File: config.mk
export PLATFORM = sky130hd
export DESIGN_NAME = led_string_driver_fault_control
export DESIGN_NICKNAME = d
export VERILOG_FILES = /design/src/rtl/led_ctrl_pkg.sv /design/src/rtl/led_string_driver_fault_control.sv
export SDC_FILE = /design/constraint.sdc
export NUM_CORES = 1
export LEC_CHECK = 0
export ABC_CLOCK_PERIOD_IN_PS = 2950
export BUFFER_PORTS_ARGS = -buffer_cell sky130_fd_sc_hd__buf_2
export CORE_ASPECT_RATIO = 0.5
export CORE_UTILIZATION = 37
export DETAILED_ROUTE_END_ITERATION = 8
export GPL_TIMING_DRIVEN = 1
export PLACE_DENSITY = 0.58
export SLEW_MARGIN = 20
export SYNTH_ARGS = -nofsm -noshare
export SYNTH_HDL_FRONTEND = slang
export SYNTH_SLANG_ARGS = --single-unit
File: constraint.sdc
create_clock -name clk_i -period 2.95 [get_ports clk_i]
set_input_delay 0.295 -clock clk_i [delete_from_list [all_inputs] [get_ports clk_i]]
set_output_delay 0.295 -clock clk_i [all_outputs]
set_load 0.02 [all_outputs]
File: src/rtl/led_ctrl_pkg.sv
// Package with constants and carrier types for the LED string controller.
package led_ctrl_pkg;
  localparam int unsigned STRINGS = 4;
  // Enable-low shutdown limit in internal clock cycles.
  localparam int unsigned SHUTDOWN_LIMIT_CYCLES = 131072;
  // Supply-low filter time and its cycle count at 250 MHz.
  localparam int unsigned UV_FILTER_NS = 50000;
  localparam int unsigned CLK_PERIOD_NS = 4;
  localparam int unsigned UV_FILTER_CYCLES = UV_FILTER_NS / CLK_PERIOD_NS;
  // Sink current gain and divisors; boost and disconnect limits in mA.
  localparam int unsigned CURRENT_GAIN = 960;
  localparam logic [7:0] SOFT_SINK_DIVISOR = 8'h14;
  localparam logic [7:0] QUARTER_DIVISOR = 8'h04;
  localparam logic [7:0] FULL_DIVISOR = 8'h01;
  localparam logic [15:0] SOFT_BOOST_LIMIT_MA = 16'h0258;
  localparam logic [15:0] NORMAL_BOOST_LIMIT_MA = 16'h0e10;
  localparam logic [15:0] DISCONNECT_TRIP_MA = 16'h0546;
  localparam logic [3:0] LOCKOUT_RESET = 4'h0;

  typedef enum logic [1:0] {
    ST_SHUTDOWN = 2'b00,
    ST_SOFT = 2'b01,
    ST_RUN = 2'b10,
    ST_LATCHED = 2'b11
  } mode_e;

  // Raw comparator results from the analog front end.
  typedef struct packed {
    logic ovp_high;
    logic ovp_low;
    logic [3:0] sink_short;
    logic [3:0] sink_in_reg;
    logic [3:0] sink_above_soft;
    logic switch_overvolt;
    logic disconnect_overcurrent;
    logic supply_above_hys;
    logic supply_below_th;
  } comp_s;

  // Drive settings to the analog power stage.
  typedef struct packed {
    logic boost_on;
    logic comp_float;
    logic [15:0] boost_limit_ma;
    logic [3:0] sink_on;
    logic [7:0] sink_divisor;
    logic [3:0] loop_member;
  } drive_s;
endpackage

File: src/rtl/led_string_driver_fault_control.sv
// Control, dimming and fault latching logic of the four-string LED driver.
`timescale 1ns/10ps
// Behaviour
// Select bits choose strings: 1, 1-2, 1-3 or all four.
// Unselected connected string above short threshold still trips short shutdown.
// Startup soft-start limits boost to 0.6 A, sinks 1/20 until settled.
// Leaving soft-start restores normal boost limit and full sink current.
// After settling, enabled sinks follow the enable PWM between zero and full.
// Full-scale sink current is reference current times gain 960.
// Enable high turns device on and sinks draw full scale.
// Enable low stops boost and sinks, floats compensation, keeps core alive.
// Enable low beyond limit causes shutdown and clears all fault state.
// Shutdown limit is enable low for more than 131072 clock cycles.
// Host should dim enable at 100 to 300 Hz.
// Dim select low gives full current, high gives quarter current.
// Overvoltage locks out-of-regulation strings out of the feedback loop.
// Every overvoltage event re-evaluates lockout of all strings.
// Enable low shorter than shutdown limit keeps lockout state.
// Locked-out sinks still draw set current; only loop membership changes.
// Any sink above short threshold latches everything off until shutdown.
// Overvoltage flag sets above 200 uA and releases below 165 uA.
// Switch-node overvoltage latches device off until shutdown.
// Boost switch current limited cycle by cycle at 3.6 A.
// Disconnect overcurrent at 1.35 A disables the device.
// Supply lockout releases above hysteresis, trips after 50 us below.
// All comparator results are synchronised before use.
module led_string_driver_fault_control
  import led_ctrl_pkg::*;
#(
  parameter int unsigned SHUTDOWN_CYCLES = SHUTDOWN_LIMIT_CYCLES,
  parameter int unsigned UV_CYCLES = UV_FILTER_CYCLES
)(
  input wire logic clk_i,
  input wire logic rst_i,
  input wire logic enable_i,
  input wire logic string_select_bit0_i,
  input wire logic string_select_bit1_i,
  input wire logic quarter_level_select_i,
  input wire comp_s comp_i,
  output drive_s drive_o,
  output logic [3:0] lockout_o,
  output logic fault_latched_o,
  output logic ovp_flag_o,
  output logic supply_ok_o,
  output mode_e mode_o
);

  localparam int unsigned CW = 18;
  localparam int unsigned UW = 16;

  comp_s sync1_q;
  comp_s sync2_q;
  logic [3:0] enabled_strings;
  logic ovp_q;
  logic ovp_prev_q;
  logic ovp_rise;
  logic [CW-1:0] low_cnt_q;
  logic shutdown_q;
  logic [UW-1:0] uv_cnt_q;
  logic supply_ok_q;
  logic [3:0] lockout_q;
  logic short_q;
  logic node_overvolt_q;
  logic oc_q;
  logic any_fault;
  mode_e mode_q;
  mode_e mode_d;
  drive_s drive_q;
  drive_s drive_d;

  // Two-stage synchroniser; only the second stage is looked at.
  always_ff @(posedge clk_i or posedge rst_i)
  begin
    if (rst_i)
    begin
      sync1_q <= '0;
      sync2_q <= '0;
    end
    else
    begin
      sync1_q <= comp_i;
      sync2_q <= sync1_q;
    end
  end

  // Select decode: bit0 alone adds string 2, bit1 alone adds strings 2 and 3, both add 2 to 4.
  always_comb
  begin
    case ({string_select_bit1_i, string_select_bit0_i})
      2'b00: enabled_strings = 4'b0001;
      2'b01: enabled_strings = 4'b0011;
      2'b10: enabled_strings = 4'b0111;
      default: enabled_strings = 4'b1111;
    endcase
  end

  // Overvoltage flag with hysteresis from the two current comparators.
  always_ff @(posedge clk_i or posedge rst_i)
  begin
    if (rst_i)
    begin
      ovp_q <= 1'b0;
      ovp_prev_q <= 1'b0;
    end
    else
    begin
      if (sync2_q.ovp_high)
        ovp_q <= 1'b1;
      else if (sync2_q.ovp_low)
        ovp_q <= 1'b0;
      ovp_prev_q <= ovp_q;
    end
  end
  assign ovp_rise = ovp_q && !ovp_prev_q;

  // Enable-low timer; saturates so a long low keeps shutdown asserted.
  always_ff @(posedge clk_i or posedge rst_i)
  begin
    if (rst_i)
    begin
      low_cnt_q <= '0;
      shutdown_q <= 1'b1;
    end
    else if (enable_i)
    begin
      low_cnt_q <= '0;
      shutdown_q <= 1'b0;
    end
    else if (low_cnt_q < CW'(SHUTDOWN_CYCLES))
      low_cnt_q <= low_cnt_q + 1'b1;
    else
      shutdown_q <= 1'b1; // see R9
  end

  // Supply lockout: quick release, slow filtered trip against glitches.
  always_ff @(posedge clk_i or posedge rst_i)
  begin
    if (rst_i)
    begin
      uv_cnt_q <= '0;
      supply_ok_q <= 1'b0;
    end
    else if (!supply_ok_q)
    begin
      uv_cnt_q <= '0;
      if (sync2_q.supply_above_hys)
        supply_ok_q <= 1'b1;
    end
    else if (!sync2_q.supply_below_th)
      uv_cnt_q <= '0;
    else if (uv_cnt_q < UW'(UV_CYCLES))
      uv_cnt_q <= uv_cnt_q + 1'b1;
    else
      supply_ok_q <= 1'b0;
  end

  // Loop lockout: each overvoltage edge retests every string.
  always_ff @(posedge clk_i or posedge rst_i)
  begin
    if (rst_i)
      lockout_q <= LOCKOUT_RESET;
    else if (shutdown_q)
      lockout_q <= LOCKOUT_RESET; // see R9
    else if (ovp_rise)
      lockout_q <= enabled_strings & ~sync2_q.sink_in_reg; // see R13
  end

  // Fault latches; shutdown clears them and wins over any detect in the same cycle.
  always_ff @(posedge clk_i or posedge rst_i)
  begin
    if (rst_i)
    begin
      short_q <= 1'b0;
      node_overvolt_q <= 1'b0;
      oc_q <= 1'b0;
    end
    else if (shutdown_q)
    begin
      short_q <= 1'b0;
      node_overvolt_q <= 1'b0;
      oc_q <= 1'b0;
    end
    else
    begin
      // Every sink pin is checked, selected or not.
      if (|sync2_q.sink_short)
        short_q <= 1'b1; // see R2
      if (sync2_q.switch_overvolt)
        node_overvolt_q <= 1'b1;
      if (sync2_q.disconnect_overcurrent)
        oc_q <= 1'b1;
    end
  end
  assign any_fault = short_q || node_overvolt_q || oc_q;

  // Mode sequencing: shutdown, soft-start, run, latched off.
  always_comb
  begin
    mode_d = mode_q;
    case (mode_q)
      ST_SHUTDOWN:
        if (!shutdown_q && enable_i && supply_ok_q)
          mode_d = ST_SOFT;
      ST_SOFT:
        if (((sync2_q.sink_above_soft & enabled_strings) == enabled_strings))
          mode_d = ST_RUN;
      ST_RUN:
        mode_d = ST_RUN;
      ST_LATCHED:
        mode_d = ST_LATCHED;
      default:
        mode_d = ST_SHUTDOWN;
    endcase
    if (any_fault)
      mode_d = ST_LATCHED;
    if (shutdown_q || !supply_ok_q)
      mode_d = ST_SHUTDOWN; // see R9
  end

  always_ff @(posedge clk_i or posedge rst_i)
  begin
    if (rst_i)
      mode_q <= ST_SHUTDOWN;
    else
      mode_q <= mode_d;
  end

  // Power stage drive. Gain of 960 lives in the analog mirror; logic picks
  // the divisor. Registered so the drive never glitches on comparator noise.
  always_comb
  begin
    drive_d = '0;
    drive_d.boost_limit_ma = NORMAL_BOOST_LIMIT_MA;
    drive_d.sink_divisor = quarter_level_select_i ? QUARTER_DIVISOR
                                                  : FULL_DIVISOR; // see R12
    drive_d.loop_member = enabled_strings & ~lockout_q;
    drive_d.comp_float = !enable_i;
    if ((mode_q == ST_SOFT || mode_q == ST_RUN) && enable_i)
    begin
      drive_d.boost_on = 1'b1; // see R7
      // Locked strings keep sinking; only loop membership drops them.
      drive_d.sink_on = enabled_strings;
    end
    if (mode_q == ST_SOFT)
    begin
      drive_d.boost_limit_ma = SOFT_BOOST_LIMIT_MA;
      drive_d.sink_divisor = SOFT_SINK_DIVISOR;
    end
  end

  always_ff @(posedge clk_i or posedge rst_i)
  begin
    if (rst_i)
      drive_q <= '0;
    else
      drive_q <= drive_d;
  end

  assign drive_o = drive_q;
  assign lockout_o = lockout_q;
  assign fault_latched_o = any_fault;
  assign ovp_flag_o = ovp_q;
  assign supply_ok_o = supply_ok_q;
  assign mode_o = mode_q;

  // Checks on the control behaviour. Most look one edge ahead, since the
  // drive word and the latches are all registered.
  a_select_decode: assert property (
    @(posedge clk_i) disable iff (rst_i)
    enabled_strings == {string_select_bit0_i && string_select_bit1_i,
      string_select_bit1_i, string_select_bit0_i || string_select_bit1_i,
      1'b1})
    else $error("select decode wrong");
  // A supply trip or a shutdown in the same window may pre-empt the latch.
  a_short_latch: assert property ( // see R2
    @(posedge clk_i) disable iff (rst_i)
    (|sync2_q.sink_short) && !shutdown_q |=> short_q ##1
      (mode_q == ST_LATCHED || $past(shutdown_q) || !$past(supply_ok_q)))
    else $error("short did not latch");
  a_latched_no_drive: assert property (
    @(posedge clk_i) disable iff (rst_i)
    mode_q == ST_LATCHED |=> !drive_q.boost_on && drive_q.sink_on == 4'h0)
    else $error("drive on while latched");
  a_soft_limit: assert property (
    @(posedge clk_i) disable iff (rst_i)
    mode_q == ST_SOFT |=> drive_q.boost_limit_ma == SOFT_BOOST_LIMIT_MA
      && drive_q.sink_divisor == SOFT_SINK_DIVISOR)
    else $error("soft-start limits missing");
  a_run_limit: assert property (
    @(posedge clk_i) disable iff (rst_i)
    mode_q == ST_RUN && !quarter_level_select_i |=>
      drive_q.boost_limit_ma == NORMAL_BOOST_LIMIT_MA
      && drive_q.sink_divisor == FULL_DIVISOR)
    else $error("normal limits not restored");
  a_enable_low_off: assert property (
    @(posedge clk_i) disable iff (rst_i)
    !enable_i |=> !drive_q.boost_on && drive_q.comp_float
      && drive_q.sink_on == 4'h0)
    else $error("enable low did not stop");
  // Locked strings are not masked here: they must keep sinking.
  a_enable_high_on: assert property ( // see R7
    @(posedge clk_i) disable iff (rst_i)
    mode_q == ST_RUN && enable_i |=> drive_q.boost_on
      && drive_q.sink_on == $past(enabled_strings))
    else $error("enable high did not drive sinks");
  a_lockout_hold: assert property (
    @(posedge clk_i) disable iff (rst_i)
    !ovp_rise && !shutdown_q |=> $stable(lockout_q))
    else $error("lockout changed without event");
  a_lockout_retest: assert property ( // see R13
    @(posedge clk_i) disable iff (rst_i)
    ovp_rise && !shutdown_q |=>
      lockout_q == ($past(enabled_strings) & ~$past(sync2_q.sink_in_reg)))
    else $error("lockout not retested");
  a_loop_excludes_locked: assert property (
    @(posedge clk_i) disable iff (rst_i)
    1'b1 |=> (drive_q.loop_member & $past(lockout_q)) == 4'h0)
    else $error("locked string still in loop");
  a_shutdown_clear: assert property (
    @(posedge clk_i) disable iff (rst_i)
    shutdown_q |=> lockout_q == 4'h0 && !any_fault)
    else $error("shutdown did not clear faults");
  // Shutdown must neither come early nor be missed at the limit.
  a_shutdown_timing: assert property (
    @(posedge clk_i) disable iff (rst_i)
    !enable_i && !shutdown_q |=>
      shutdown_q == ($past(low_cnt_q) == CW'(SHUTDOWN_CYCLES)))
    else $error("shutdown limit wrong");
  a_fault_latches: assert property ( // see R19
    @(posedge clk_i) disable iff (rst_i)
    !shutdown_q && (sync2_q.switch_overvolt || sync2_q.disconnect_overcurrent)
      |=> any_fault)
    else $error("fault did not latch");
  a_supply_filter: assert property (
    @(posedge clk_i) disable iff (rst_i)
    supply_ok_q && !sync2_q.supply_below_th |=> supply_ok_q)
    else $error("supply lockout tripped without a low supply");
  a_ovp_hyst: assert property (
    @(posedge clk_i) disable iff (rst_i)
    ovp_q && !sync2_q.ovp_low |=> ovp_q)
    else $error("overvoltage flag released early");
  a_quarter_dim: assert property (
    @(posedge clk_i) disable iff (rst_i)
    mode_q == ST_RUN && quarter_level_select_i |=>
      drive_q.sink_divisor == QUARTER_DIVISOR)
    else $error("quarter level not applied");

  c_run_reached: cover property (@(posedge clk_i) disable iff (rst_i)
    mode_q == ST_SOFT ##1 mode_q == ST_RUN);
  c_lockout_event: cover property (@(posedge clk_i) disable iff (rst_i)
    ovp_rise && lockout_q != 4'h0);
  c_latched: cover property (@(posedge clk_i) disable iff (rst_i)
    mode_q == ST_LATCHED);
  c_supply_trip: cover property (@(posedge clk_i) disable iff (rst_i)
    supply_ok_q ##1 !supply_ok_q);

endmodule // led_string_driver_fault_control

== Yosys cells after proc, flatten, opt, wreduce, memory -nomap -nowiden ==
Index checks and enable logic that the tools add are counted.
Operators by class
  order comparisons: 2
  multiplexer cells: 32
  reductions and logical operators: 22
  $add $sub $neg: 2
  bitwise logic cells: 5
  equal/unequal tests: 10
Operators with widths (number)
  2-to-1 mux 16 bit: 3
  2-to-1 mux 18 bit: 2
  adder 18 x 1 -> 18 bit, second input constant: 1
  less-than comparator 18 bit, second input constant: 1
  adder 16 x 1 -> 16 bit, second input constant: 1
  less-than comparator 16 x 14 -> 1 bit, second input constant: 1
  2-to-1 mux 1 bit: 15
  AND 4 bit: 3
  2-to-1 mux 12 bit: 1
  2-to-1 mux 4 bit: 3
  case mux 4 bit (3 select lines): 1
  nonzero test 2 bit: 6
  2-to-1 mux 2 bit: 4
  != test 4 bit, second input constant: 2
  NOT 4 bit: 2
  case mux 2 bit (4 select lines): 1
  equality test 2 bit, second input constant: 3
  2-to-1 mux 5 bit: 1
  equality test 2 x 1 -> 1 bit, second input constant: 2
  equality test 4 bit: 1
  logical AND 1 bit: 4
  zero test 1 bit: 4
  zero test 2 bit: 2
  logical OR 1 bit: 4
  5 further kinds: 5
Storage, ports and cells
  register bits: 117

== Depth between registers and ports, before layout ==
  depth in word-level cells: 8
  gate-level depth with buffers: 6
  depth with buffers taken out: 6

== Least setup slack after synthesis ==
No wires, ideal clock.
  path kind: reg2reg
  start: reg uv_cnt_q[10]
  end: reg uv_cnt_q[8]
  setup slack: 1.410 ns
  stages on the path, launching flop included: 6
  data required time: 2.818 ns
  arrival time: 1.408 ns
  buffers on the path: 0
  setup time: 0.132 ns
  cells stage by stage: dfrtp_1 -> nor4_4 -> o2111ai_2 -> nor4b_2 -> xnor2_1 -> nor2_1
On the way
  word-level cells in the longest chain between the ends: 2
Ends and longest elaborated chain
  start: declaration: RTL line led_string_driver_fault_control.sv:59  | logic [UW-1:0] uv_cnt_q;
  start signal: assignment: RTL line led_string_driver_fault_control.sv:152  | uv_cnt_q <= uv_cnt_q + 1'b1;
  less-than comparator 16 x 14 -> 1 bit: RTL line led_string_driver_fault_control.sv:151  | else if (uv_cnt_q < UW'(UV_CYCLES))
  != test 3 x 2 -> 1 bit (no line)
No other way between the ends.
A chain may end at the register's enable or synchronous reset.

== Worst setup path after layout ==
  start: reg oc_q
  end: out fault_latched_o
On the way
  word-level cells in the longest chain between the ends: 1
Ends and longest elaborated chain
  start: declaration: RTL line led_string_driver_fault_control.sv:64  | logic oc_q;
  start signal: assignment: RTL line led_string_driver_fault_control.sv:175  | oc_q <= 1'b0;
  start signal: assignment: RTL line led_string_driver_fault_control.sv:181  | oc_q <= 1'b0;
  start signal: assignment: RTL line led_string_driver_fault_control.sv:191  | oc_q <= 1'b1;
  logical OR 1 bit: RTL line led_string_driver_fault_control.sv:194  | assign any_fault = short_q || node_overvolt_q || oc_q;
  end: declaration: RTL line led_string_driver_fault_control.sv:42  | output logic fault_latched_o,
No other way between the ends.

==> impl_results.md <==
* Vias in the first global route at 2,238
* Total chip power at 0.002633 W
* Ys flop type: dfrtp_1
* Layout Cells excl Fill at 507
* Max-cap violations at 0
* Max clock buf depth at 2
* Clock Latency Late Sink at 340 ps
* TritonCTS clock tree: built
* N_diodes at 0
* RSZ-0062 raised after global routing: false
* Core Box Area at 0.009666 mm2
* CP Capture Type: output pin
* H-tree Lvls at 3
* Share of layout cells above drive strength 1 at 21.51%
* Post-Syn Area per Cell at 11.90 um2
* Endpoints failing hold at 0
* Lkg Pwr at 2.035 nW
* Cells on Worst Hold Path at 1
* Initial antenna violation count at 0
* Post-DP HPWL at 4413 um
* DR vias/cell at 4.507
* Syn Inst Count at 317
* Inserted Clock Buffers at 9
* Setup_tns at 0 ps
* Clock Skew at 8.825 ps
* Dpl cells at 492
* Status: complete, no violations
* Die area at 0.01062 mm2
* PwrDens at 602.0 mW/mm2
* Yosys cell types at 42
* Max VDD drop at 0.0003563 V
* Antenna Violating Nets Remaining at 0
* Root Buffer Master: clkbuf_16
* Cell Area, Synth at 0.003771 mm2
* FF+latch count, synth at 97
* Final-stage net count at 397
* R2R setup slack at 1280 ps
* Starting density of the core at 39.02%
* R2R Path Start: uv_cnt_q[2]
* Seq/Total Area, Yosys at 64.40%
* Post-Route WL at 6232 um
* Post-synth EDFFs at 0
* Crit share post-route at 60.86%
* Pre-CTS WS at 1166 ps
* Die H at 73.39 um
* Yosys top cell by area: dfrtp_1
* Hold wc startpoint: comp_i[0]
* Detailed router's first-iteration violation count at 114
* Via Count at 2,285
* # rows at 25
* Gr usage total at 13.00%
* Final setup fails at 0
* Crit-path max FO at 5
* Total grt overflow at 0
* Crit path kind: reg -> out
* GPL Wtd Cong at 0.7981
* Clock Sinks at 97
* Worst reg-to-reg path cell count at 6
* Cts repair resizes at 0
* Crit path time final at 1795 ps
* Clock transition at path regs at 70 ps
* Avg WL per Cell at 12.29 um
* Drt first pass iters at 4
* Critical path arrival at 1500 ps
* I/O pins at 67
* Area Overhead vs Synth at 15.99%
* Hold Crit Class: in -> reg
* Setup Fix Bufs, Post-CTS at 0
* Post-synth ARST share at 100.0%
* First-pass GRT wire length at 10,380 um
* Hold path endpoint: sync1_q[0]
* Final WS setup at 1155 ps
* Final Max Slew Viols at 0
* Reg-to-Reg End: uv_cnt_q[8]
* CTS Hold Buffers Added at 0
* DRC at 0
* Top post-synthesis cells by area: dfrtp_1 (64%), nor2_1 (5.4%), xnor2_1 (4.4%)
* Worst-margin pin slew at 773.7 ps
* Largest net degree at the start of global routing at 64
* Leading cell types in the layout, fill and taps excluded: dfrtp_1 (96), nor2_1 (54), buf_2 (51)
* Die Width at 144.8 um
* Most common cell after layout, fill and taps aside: dfrtp_1
* Synth top area share at 63.70%
* F_max at 557.0 MHz
* Worst Path Required at 2650 ps
* Worst relative slew slack at 48.42%
* YS warnings at 0
* Setup crit start kind: flop
* Port buffer count at 51
==> kinds of logic after synthesis <==
logic type	after synthesis	synth area share (%)
compound gates	21	3.782
xor+xnor	28	6.503
fa+ha+maj	5	1.659
buf+inv	39	5.905
flops	97	64.40
mux	1	0.2654
other cells	2	0.1991
simple gates	124	17.29
==> report_power, final <==
part,switching (W),leakage (nW),internal (W)
sequential,0.0000230,1.20,0.00138
clock,0.000502,0.137,0.000579
combinational,0.000105,0.700,0.0000446
total,0.000630,2.04,0.00200
==> metrics by stage <==
stage | cell area [um2] | hold slack [ps] | utilization (%)
floorplan | 3824 | 326.4 | -
global placement | 4100 | 331.3 | 42.42
detailed placement | 4100 | 334.7 | 42.42
CTS | 4374 | 41.57 | 45.26
global route | 4374 | 41.17 | 45.26
finish | 4374 | 57.69 | 45.26
==> flip-flops by register name, summed over array words and instances, names as in the netlist, 2 cells and up <==
signal	count
sync2_q	18
lockout_o	4
uv_cnt_q	16
low_cnt_q	18
sync1_q	18
drive_o	14
mode_o	2
==> layer usage <==
layer / wire length, um / track usage, %
met2: 3153 / 22.54
met5: 0 / 0
met3: 189 / 3.911
met1: 2786 / 15.25
met4: 102 / 5.380
==> worst max-delay path, stage by stage, from the launching register on <==
cell     delay [ps]
dfrtp_1         380
nor3_1          400
inv_1           190
buf_2           200
==> synth_stat cells (4+ instances only) <==
| cell | count |
|---|---|
| dfrtp_1 | 96 |
| nor2_1 | 54 |
| buf_4 | 20 |
| xnor2_1 | 19 |
| nor3_1 | 17 |
| inv_1 | 12 |
| nand2_1 | 11 |
| xor2_1 | 9 |
| a21oi_1 | 8 |
| nand3_1 | 8 |
| and3_1 | 7 |
| clkbuf_1 | 6 |
| ha_1 | 5 |
| nand4_1 | 4 |
| nor2b_1 | 4 |
==> final cells by class <==
cell class | instances | area [um2]
sequential | 97 | 2429
clock inverter | 6 | 48.80
multi-input combinational | 195 | 1172
fill | 888 | 5291
tap | 135 | 168.9
timing repair buffer | 53 | 282.8
inverter | 12 | 47.55
clock buffer | 9 | 225.2
==> worst max-delay path by stage <==
stage / startpoint / endpoint / cells past startpoint
final: oc_q / fault_latched_o / 3
after detailed placement: enable_i / low_cnt_q[11] / 6
after global routing: oc_q / fault_latched_o / 3
after floorplan: rst_i / drive_o[0] / 1
after global placement: enable_i / low_cnt_q[11] / 6
after CTS: oc_q / fault_latched_o / 3
Power figures use the tool's default switching activity.
